`config.mk`:
```
export PLATFORM = sky130hd
export DESIGN_NAME = trace_funnel_it_regs
export DESIGN_NICKNAME = d
export VERILOG_FILES = /design/src/rtl/tf_pkg.sv /design/src/rtl/slave_port_view.sv /design/src/rtl/trace_funnel_it_regs.sv
export VERILOG_INCLUDE_DIRS = /design/src /design/src/rtl
export SDC_FILE = /design/constraint.sdc
export NUM_CORES = 1
export LEC_CHECK = 0
export ABC_CLOCK_PERIOD_IN_PS = 3100
export BUFFER_PORTS_ARGS = -buffer_cell sky130_fd_sc_hd__buf_2
export CAP_MARGIN = 20
export CORE_AREA = 8 8 596 598
export DETAILED_ROUTE_END_ITERATION = 6
export DIE_AREA = 0 0 604 606
export GPL_TIMING_DRIVEN = 0
export PLACE_DENSITY = 0.3
export SYNTH_ARGS = -nofsm -noshare
export SYNTH_HDL_FRONTEND = slang
export SYNTH_SLANG_ARGS = --single-unit
```
`constraint.sdc`:
```
create_clock -name clk -period 3.1 [get_ports clk]
set_clock_uncertainty 0.2 [all_clocks]
set_input_delay 0.93 -clock clk [delete_from_list [all_inputs] [get_ports clk]]
set_output_delay 0.93 -clock clk [all_outputs]
set_load 0.03 [all_outputs]
```
`src/rtl/trace_funnel_it_map.svh`:
```
/*
  Register offsets, field positions, reset values and timing for the trace funnel
  integration-test register block.
  Assumes it is included by bare name from files that decode a 12-bit byte address.
*/
`ifndef TRACE_FUNNEL_IT_MAP_SVH
`define TRACE_FUNNEL_IT_MAP_SVH

// Byte offsets inside the 4 KB register window
`define TF_OFS_FUNNEL_CTRL   12'h0000
`define TF_OFS_DATA_TEST     12'h0EEC
`define TF_OFS_SYNC_TEST     12'h0EF0
`define TF_OFS_FLUSH_TEST    12'h0EF4
`define TF_OFS_ID_TEST       12'h0EF8
`define TF_OFS_CTRL0_TEST    12'h0EFC
`define TF_OFS_IT_MODE       12'h0F00
`define TF_OFS_CLAIM_SET     12'h0FA0
`define TF_OFS_CLAIM_CLR     12'h0FA4

// Funnel control fields
`define TF_FCTL_EN_LSB       0
`define TF_FCTL_W            13
`define TF_FCTL_RST          13'h0300

// Test register fields
`define TF_DATA_TEST_W       17
`define TF_SYNC_BIT          0
`define TF_FLUSH_AFV_BIT     1
`define TF_FLUSH_ATR_BIT     0
`define TF_ID_W              7
`define TF_BYTES_LSB         8
`define TF_BYTES_W           2
`define TF_CTRL0_AFR_BIT     1
`define TF_CTRL0_ATV_BIT     0
`define TF_IT_MODE_BIT       0

// Claim tag
`define TF_CLAIM_W           4
`define TF_CLAIM_IMPL        4'hF
`define TF_CLAIM_RST         4'h0

// APB answer timing: one wait-free access phase
`define TF_APB_WAIT_CYCLES   0

`endif

```
`src/rtl/tf_pkg.sv`:
```
/*
  Shared types for the trace funnel integration-test block.
  Assumes nothing beyond a SystemVerilog compiler.
*/
package tf_pkg;
   typedef logic [31:0] apb_word_t;
   typedef logic [11:0] apb_addr_t;
endpackage

```
`src/rtl/slave_port_view.sv`:
```
/*
  Registered view of the upstream ports that the port enables select.
  Assumes the inputs are synchronous to clk; several enabled ports are ORed.
*/
`timescale 1ns/1ps
module slave_port_view
#(
   parameter int NPORTS = 8,
   parameter int DW     = 128
)
(
   input  wire logic                clk,
   input  wire logic                rst_n,
   input  wire logic                ce,
   input  wire logic [NPORTS-1:0]   port_en,
   input  wire logic [NPORTS*DW-1:0] atdata_s,
   input  wire logic [NPORTS*7-1:0] atid_s,
   input  wire logic [NPORTS*2-1:0] atbytes_s,
   input  wire logic [NPORTS-1:0]   atvalid_s,
   input  wire logic [NPORTS-1:0]   afready_s,
   output logic      [DW-1:0]       view_data,
   output logic      [6:0]          view_id,
   output logic      [1:0]          view_bytes,
   output logic                     view_valid,
   output logic                     view_afready
);
   import tf_pkg::*;

   typedef struct packed {
      logic [DW-1:0] data;
      logic [6:0]    id;
      logic [1:0]    bytes;
      logic          valid;
      logic          afready;
   } view_s;

   view_s view_reg;
   view_s view_next;

   // OR of enabled ports; with one port enabled this is that port alone
   always_comb
   begin
      view_next = '0;
      for (int p = 0; p < NPORTS; p++)
      begin
         if (port_en[p])
         begin
            view_next.data    = view_next.data | atdata_s[p*DW +: DW];
            view_next.id      = view_next.id | atid_s[p*7 +: 7];
            view_next.bytes   = view_next.bytes | atbytes_s[p*2 +: 2];
            view_next.valid   = view_next.valid | atvalid_s[p];
            view_next.afready = view_next.afready | afready_s[p];
         end
      end
   end

   // Sampled once per cycle so reads see a stable value
   always_ff @(posedge clk)
   begin
      if (!rst_n)
         view_reg <= '0;
      else if (ce)
         view_reg <= view_next;
   end

   assign view_data    = view_reg.data;
   assign view_id      = view_reg.id;
   assign view_bytes   = view_reg.bytes;
   assign view_valid   = view_reg.valid;
   assign view_afready = view_reg.afready;
endmodule // slave_port_view

```
`src/rtl/trace_funnel_it_regs.sv`:
```
/*
  Integration-test registers, integration mode bit, funnel port enables and claim
  tag of a trace funnel, reached over APB.
  Assumes a synchronous APB master on clk and a functional funnel datapath that
  supplies the fn_* outputs used outside integration mode.
*/
`timescale 1ns/1ps
`include "trace_funnel_it_map.svh"

// Functional notes
// - Data test bits mirror sampled/driven trace data bits
// - Slave reads show currently enabled upstream ports
// - Sync request pulse latched, cleared by read
// - Writing one emits one upstream sync pulse
// - Flush-valid bit reads master, drives slave
// - Ready bit reads master, drives slave
// - Trace ID field reads slave, drives master
// - Byte-count field reads slave, drives master
// - Flush-ready bit reads slave, drives master
// - Valid bit reads slave, drives master
// - Integration mode bit switches outputs to registers
// - Claim set writes set bits, reads implemented
// - Claim set read returns four ones
// - Claim clear clears, reads value, resets zero
// - Funnel control low bits enable each port
module trace_funnel_it_regs
#(
   parameter int NPORTS = 8,
   parameter int DW     = 128
)
(
   input  wire logic                clk,
   input  wire logic                rst_n,
   input  wire logic                ce,
   input  wire logic                psel,
   input  wire logic                penable,
   input  wire logic                pwrite,
   input  wire tf_pkg::apb_addr_t   paddr,
   input  wire tf_pkg::apb_word_t   pwdata,
   output tf_pkg::apb_word_t        prdata,
   output logic                     pready,
   output logic                     pslverr,
   input  wire logic [NPORTS*DW-1:0] atdata_s,
   input  wire logic [NPORTS*7-1:0] atid_s,
   input  wire logic [NPORTS*2-1:0] atbytes_s,
   input  wire logic [NPORTS-1:0]   atvalid_s,
   input  wire logic [NPORTS-1:0]   afready_s,
   output logic      [NPORTS-1:0]   atready_s,
   output logic      [NPORTS-1:0]   afvalid_s,
   output logic      [NPORTS-1:0]   syncreq_s,
   output logic      [DW-1:0]       atdata_m,
   output logic      [6:0]          atid_m,
   output logic      [1:0]          atbytes_m,
   output logic                     atvalid_m,
   output logic                     afready_m,
   input  wire logic                atready_m,
   input  wire logic                afvalid_m,
   input  wire logic                syncreq_m,
   input  wire logic [DW-1:0]       fn_atdata_m,
   input  wire logic [6:0]          fn_atid_m,
   input  wire logic [1:0]          fn_atbytes_m,
   input  wire logic                fn_atvalid_m,
   input  wire logic                fn_afready_m,
   input  wire logic [NPORTS-1:0]   fn_atready_s,
   input  wire logic [NPORTS-1:0]   fn_afvalid_s,
   input  wire logic [NPORTS-1:0]   fn_syncreq_s,
   output logic [`TF_FCTL_W-1:0]    funnel_ctrl,
   output logic                     it_mode
);
   import tf_pkg::*;

   typedef struct packed {
      logic                         pready;
      apb_word_t                    prdata;
      logic [`TF_FCTL_W-1:0]        fctl;
      logic                         itm;
      logic [`TF_CLAIM_W-1:0]       claim;
      logic                         sync_latch;
      logic [`TF_DATA_TEST_W-1:0]   t_data;
      logic                         t_afv;
      logic                         t_atr;
      logic [`TF_ID_W-1:0]          t_id;
      logic [`TF_BYTES_W-1:0]       t_bytes;
      logic                         t_afr;
      logic                         t_atv;
      logic [DW-1:0]                atdata_m;
      logic [6:0]                   atid_m;
      logic [1:0]                   atbytes_m;
      logic                         atvalid_m;
      logic                         afready_m;
      logic [NPORTS-1:0]            atready_s;
      logic [NPORTS-1:0]            afvalid_s;
      logic [NPORTS-1:0]            syncreq_s;
   } regs_s;

   regs_s          st_reg;
   regs_s          st_next;
   logic [DW-1:0]  v_data;
   logic [6:0]     v_id;
   logic [1:0]     v_bytes;
   logic           v_valid;
   logic           v_afready;
   logic           setup_ph;
   logic           wr_go;
   logic           rd_go;
   logic [NPORTS-1:0] port_en;

   assign port_en  = st_reg.fctl[`TF_FCTL_EN_LSB +: NPORTS];
   assign setup_ph = psel && !penable;
   assign wr_go    = psel && penable && st_reg.pready && pwrite;
   assign rd_go    = psel && penable && st_reg.pready && !pwrite;

   slave_port_view #(
      .NPORTS (NPORTS),
      .DW     (DW)
   ) u_view (
      .clk          (clk),
      .rst_n        (rst_n),
      .ce           (ce),
      .port_en      (port_en),
      .atdata_s     (atdata_s),
      .atid_s       (atid_s),
      .atbytes_s    (atbytes_s),
      .atvalid_s    (atvalid_s),
      .afready_s    (afready_s),
      .view_data    (v_data),
      .view_id      (v_id),
      .view_bytes   (v_bytes),
      .view_valid   (v_valid),
      .view_afready (v_afready)
   );

   // Bit i of the data test register maps to trace data bit 0, 7, 15, ... 8i-1
   function automatic int data_bit(input int i);
      data_bit = (i == 0) ? 0 : 8 * i - 1;
   endfunction

   // Register file, read mux and output steering
   always_comb
   begin
      st_next        = st_reg;
      st_next.pready = setup_ph;                // Answer in the access phase
      // Set wins over the read clear so no pulse is lost
      st_next.sync_latch = syncreq_m || (st_reg.sync_latch &&
                           !(rd_go && paddr == `TF_OFS_SYNC_TEST));
      if (setup_ph && !pwrite)
      begin
         st_next.prdata = '0;
         case (paddr)
            `TF_OFS_FUNNEL_CTRL: st_next.prdata[`TF_FCTL_W-1:0] = st_reg.fctl;
            `TF_OFS_DATA_TEST:
               for (int i = 0; i < `TF_DATA_TEST_W; i++)
                  if (data_bit(i) < DW)
                     st_next.prdata[i] = v_data[data_bit(i)];
            // Include the live input so a pulse in the setup cycle is reported
            `TF_OFS_SYNC_TEST:
               st_next.prdata[`TF_SYNC_BIT] = st_reg.sync_latch || syncreq_m;
            `TF_OFS_FLUSH_TEST:
            begin
               st_next.prdata[`TF_FLUSH_AFV_BIT] = afvalid_m;
               st_next.prdata[`TF_FLUSH_ATR_BIT] = atready_m;
            end
            `TF_OFS_ID_TEST:  st_next.prdata[`TF_ID_W-1:0] = v_id;
            `TF_OFS_CTRL0_TEST:
            begin
               st_next.prdata[`TF_BYTES_LSB +: `TF_BYTES_W] = v_bytes;
               st_next.prdata[`TF_CTRL0_AFR_BIT] = v_afready;
               st_next.prdata[`TF_CTRL0_ATV_BIT] = v_valid;
            end
            `TF_OFS_IT_MODE:   st_next.prdata[`TF_IT_MODE_BIT] = st_reg.itm;
            `TF_OFS_CLAIM_SET: st_next.prdata[`TF_CLAIM_W-1:0] = `TF_CLAIM_IMPL;
            `TF_OFS_CLAIM_CLR: st_next.prdata[`TF_CLAIM_W-1:0] = st_reg.claim;
            default:           st_next.prdata = '0;  // Unmapped reads as zero
         endcase
      end
      // Writes take effect at the end of the access phase
      if (wr_go)
      begin
         case (paddr)
            `TF_OFS_FUNNEL_CTRL: st_next.fctl = pwdata[`TF_FCTL_W-1:0];
            `TF_OFS_DATA_TEST:   st_next.t_data = pwdata[`TF_DATA_TEST_W-1:0];
            `TF_OFS_FLUSH_TEST:
            begin
               st_next.t_afv = pwdata[`TF_FLUSH_AFV_BIT];
               st_next.t_atr = pwdata[`TF_FLUSH_ATR_BIT];
            end
            `TF_OFS_ID_TEST:     st_next.t_id = pwdata[`TF_ID_W-1:0];
            `TF_OFS_CTRL0_TEST:
            begin
               st_next.t_bytes = pwdata[`TF_BYTES_LSB +: `TF_BYTES_W];
               st_next.t_afr   = pwdata[`TF_CTRL0_AFR_BIT];
               st_next.t_atv   = pwdata[`TF_CTRL0_ATV_BIT];
            end
            `TF_OFS_IT_MODE:   st_next.itm = pwdata[`TF_IT_MODE_BIT];
            `TF_OFS_CLAIM_SET: st_next.claim = st_reg.claim | pwdata[`TF_CLAIM_W-1:0];
            `TF_OFS_CLAIM_CLR: st_next.claim = st_reg.claim & ~pwdata[`TF_CLAIM_W-1:0];
            default:           st_next.claim = st_reg.claim;   // Writes elsewhere ignored
         endcase
      end
      // Outputs follow the test registers only in integration mode
      if (st_reg.itm)
      begin
         st_next.atdata_m = '0;
         for (int i = 0; i < `TF_DATA_TEST_W; i++)
            if (data_bit(i) < DW)
               st_next.atdata_m[data_bit(i)] = st_reg.t_data[i];
         st_next.atid_m    = st_reg.t_id;
         st_next.atbytes_m = st_reg.t_bytes;
         st_next.afready_m = st_reg.t_afr;
         st_next.atvalid_m = st_reg.t_atv;
         st_next.afvalid_s = {NPORTS{st_reg.t_afv}} & port_en;
         st_next.atready_s = {NPORTS{st_reg.t_atr}} & port_en;
         // Single-cycle pulse toward every enabled upstream port
         st_next.syncreq_s = (wr_go && paddr == `TF_OFS_SYNC_TEST &&
                              pwdata[`TF_SYNC_BIT]) ? port_en : '0;
      end
      else
      begin
         st_next.atdata_m  = fn_atdata_m;
         st_next.atid_m    = fn_atid_m;
         st_next.atbytes_m = fn_atbytes_m;
         st_next.afready_m = fn_afready_m;
         st_next.atvalid_m = fn_atvalid_m;
         st_next.afvalid_s = fn_afvalid_s;
         st_next.atready_s = fn_atready_s;
         st_next.syncreq_s = fn_syncreq_s;
      end
   end

   // Synchronous reset; clock enable freezes everything
   always_ff @(posedge clk)
   begin
      if (!rst_n)
      begin
         st_reg       <= '0;
         st_reg.fctl  <= `TF_FCTL_RST;
         st_reg.claim <= `TF_CLAIM_RST;
      end
      else if (ce)
         st_reg <= st_next;
   end

   assign prdata      = st_reg.prdata;
   assign pready      = st_reg.pready;
   assign pslverr     = 1'b0;    // Every access completes cleanly
   assign atdata_m    = st_reg.atdata_m;
   assign atid_m      = st_reg.atid_m;
   assign atbytes_m   = st_reg.atbytes_m;
   assign atvalid_m   = st_reg.atvalid_m;
   assign afready_m   = st_reg.afready_m;
   assign atready_s   = st_reg.atready_s;
   assign afvalid_s   = st_reg.afvalid_s;
   assign syncreq_s   = st_reg.syncreq_s;
   assign funnel_ctrl = st_reg.fctl;
   assign it_mode     = st_reg.itm;
endmodule // trace_funnel_it_regs
```
==> impl_metrics.yaml <==
status:
  status: "finished, final reports clean"
logic_synthesis:
  avgSynthCellArea_um2: 8.20
  synth_cell_types: 52
  synth_warnings: 0
  synthArstFlopShare: 0
  synth.cell_area_um2: 12700
  ys_seq_area_frac: 0.405
  yosys_register_bits: 258
  synth-edff-count: 0
  synth-main-ff-cell: "dfxtp_1"
  syn_inst: 1554
floorplan:
  io-pin-count: 1539
  die_y_um: 606
  initial_core_util: 0.0369
  coreArea_um2: 345000
  row_count: 216
  dieArea_um2: 366000
  die_x_um: 604
pwr:
  p_leak_nw: 8.66
  ir_drop_mv: 0.335
  power.density_nw_per_um2: 413
  finalPower_mw: 9.72
timing:
  hold_violations: 0
  rsz0062_at_grt: "no"
  slew_headroom: 0.235
  worst_pin_slew_ns: 1.15
  hold_ws_ns: 0.257
  setup_slack_ns: 0.0768
  setup_viol: 0
  finalCriticalPeriod_ns: 3.02
  min_period_over_period: 0.975
  max_freq_mhz: 331
  slew_viol_final: 0
setup_path:
  path_class: "flop to flop"
  crit_arrival_ns: 3.28
  startpoint: "funnel_ctrl[1]"
  critPathMaxFanout: 10
  regToRegSetupSlack_ns: 0.08
  cp-start-kind: "flop"
  r2r_start: "funnel_ctrl[1]"
  required_ns: 3.36
  critPathCaptureType: "flop"
min_path:
  hp-start: "st_reg[179]"
  hold_path.class: "flop to flop"
final_layout:
  final_area_um2: 23600
  largest_reg_flops: 128
  nets: 3570
  multi_input_area_um2: 5630
  fill_cells: 40665
  layout_commonest_cell: "buf_2"
  final_util: 0.0682
  area_delta_synth_final_pct: 84.8
  most-common-layout-cells: "buf_2 (624), dfxtp_1 (256), a21oi_1 (221)"
  drive_gt1_frac: 0.428
  register_area_um2: 5170
clock_network:
  clk_pin_slew_ns: 0.06
  clk_latency_ns: 0.60
  clockRootBuffer: "clkbuf_16"
  cts_hold_buf: 0
  clockBufferDepth: 3
  cts_tree: "yes"
  cts_htree_levels: 2
  clkSinkCount: 258
  cts-buffers-inserted: 39
detailed_routing:
  routed_via_density: 2.14
  post_drt_wl_per_cell_um: 22.3
  drt_drc_violations_left: 0
  finalWirelength_mm: 155
  drt_first_pass_iters: 7
  drt_iter0_drc: 945
  vias: 14833
  ant_nets: 0
place:
  io_buffers: 616
  place_ws_ns: -1.70
  globalplace.congestion: 0.816
  postPlaceCellArea_um2: 21900
  dp_hpwl_mm: 140
global_routing:
  grt_max_degree: 20
  grt_overflow: 0
  grt_pass1_vias: 14707
  track_usage: 0.0807
  grt_pass1_wl_mm: 184
  antenna_found_initial: 180
job:
  drv_cap: 0
-- stage by stage --
stage                     TNS, ns  std cells
after global placement    -337.49       6763
after detailed placement  -198.36       6781
after CTS                       0       6846
final                           0       6939
after global routing            0       6876
after floorplan                 0       1569
-- layout make-up --
class,instances,share of cell area
plain buffers,327,0.0892
diodes,94,0.00999
clock buffers,58,0.0487
repair buffers,636,0.144
flip-flops and latches,258,0.220
clock inverters,8,0.00558
multi-input cells,978,0.239
inverters,2,0.000319
well taps,4578,0.243
-- power breakdown --
part	total [mW]	switching, mW	internal, mW	leakage, nW
combinational	1.58	0.988	0.594	5.91
sequential	3.58	0.112	3.47	2.12
clock	4.56	1.83	2.73	0.627
-- what timing repair did --
item | CTS | global route
resized for setup | 28 | 0
buffers inserted | 2 | 0
endpoints found under the setup margin | 155 | 5
pin swaps | 2 | 0
-- cells in the mapped netlist, drive strengths merged (2+ instances only) --
cell / n / area (µm²)
nand3: 46 / 230
a211oi: 41 / 308
inv: 2 / 7.50
nor2: 182 / 683
nand2b: 8 / 50.1
dfxtp: 258 / 5160
or2: 2 / 12.5
clkbuf: 102 / 383
a21oi: 235 / 1210
a222oi: 31 / 310
and2: 5 / 33.8
and3: 3 / 18.8
a311oi: 10 / 87.6
a22oi: 60 / 450
a221oi: 6 / 52.6
o21ai: 39 / 195
nor3: 5 / 30.0
nand4: 4 / 25.0
mux2i: 43 / 430
nor4: 4 / 55.1
buf: 229 / 1660
nor2b: 131 / 820
nand2: 87 / 329
or3: 2 / 12.5
-- worst max-delay path: stages, from the launching register on --
cell,delay (ns)
dfxtp_1,0.31
clkbuf_2,0.45
clkbuf_4,0.54
a22oi_1,0.74
nand3_1,0.30
a21oi_1,0.18
a21oi_1,0.07
-- cells by family after synthesis --
kind of cell,synth area share
simple gates,0.187
compound gates,0.210
other cells,0.000294
mux,0.0364
buf+inv,0.161
flops,0.405
-- routing by layer --
| layer | part of all wire | up-vias | track usage |
|---|---|---|---|
| met5 | 0.0013 | - | 0 |
| met3 | 0.11 | 288 | 0.0389 |
| li1 | - | 6695 | - |
| met2 | 0.53 | 790 | 0.156 |
| met1 | 0.32 | 7028 | 0.0741 |
| met4 | 0.043 | 32 | 0.0247 |
-- path summary, 6_finish.rpt --
| kind | end | cells past startpoint |
|---|---|---|
| worst max-delay path | u_view.view_data[55] | 6 |
| worst min-delay path | st_reg[179] | 2 |
| worst max register to register | u_view.view_data[55] | 6 |
| worst min register to register | st_reg[179] | 2 |
Note: power is estimated with default switching activity, not from simulation.
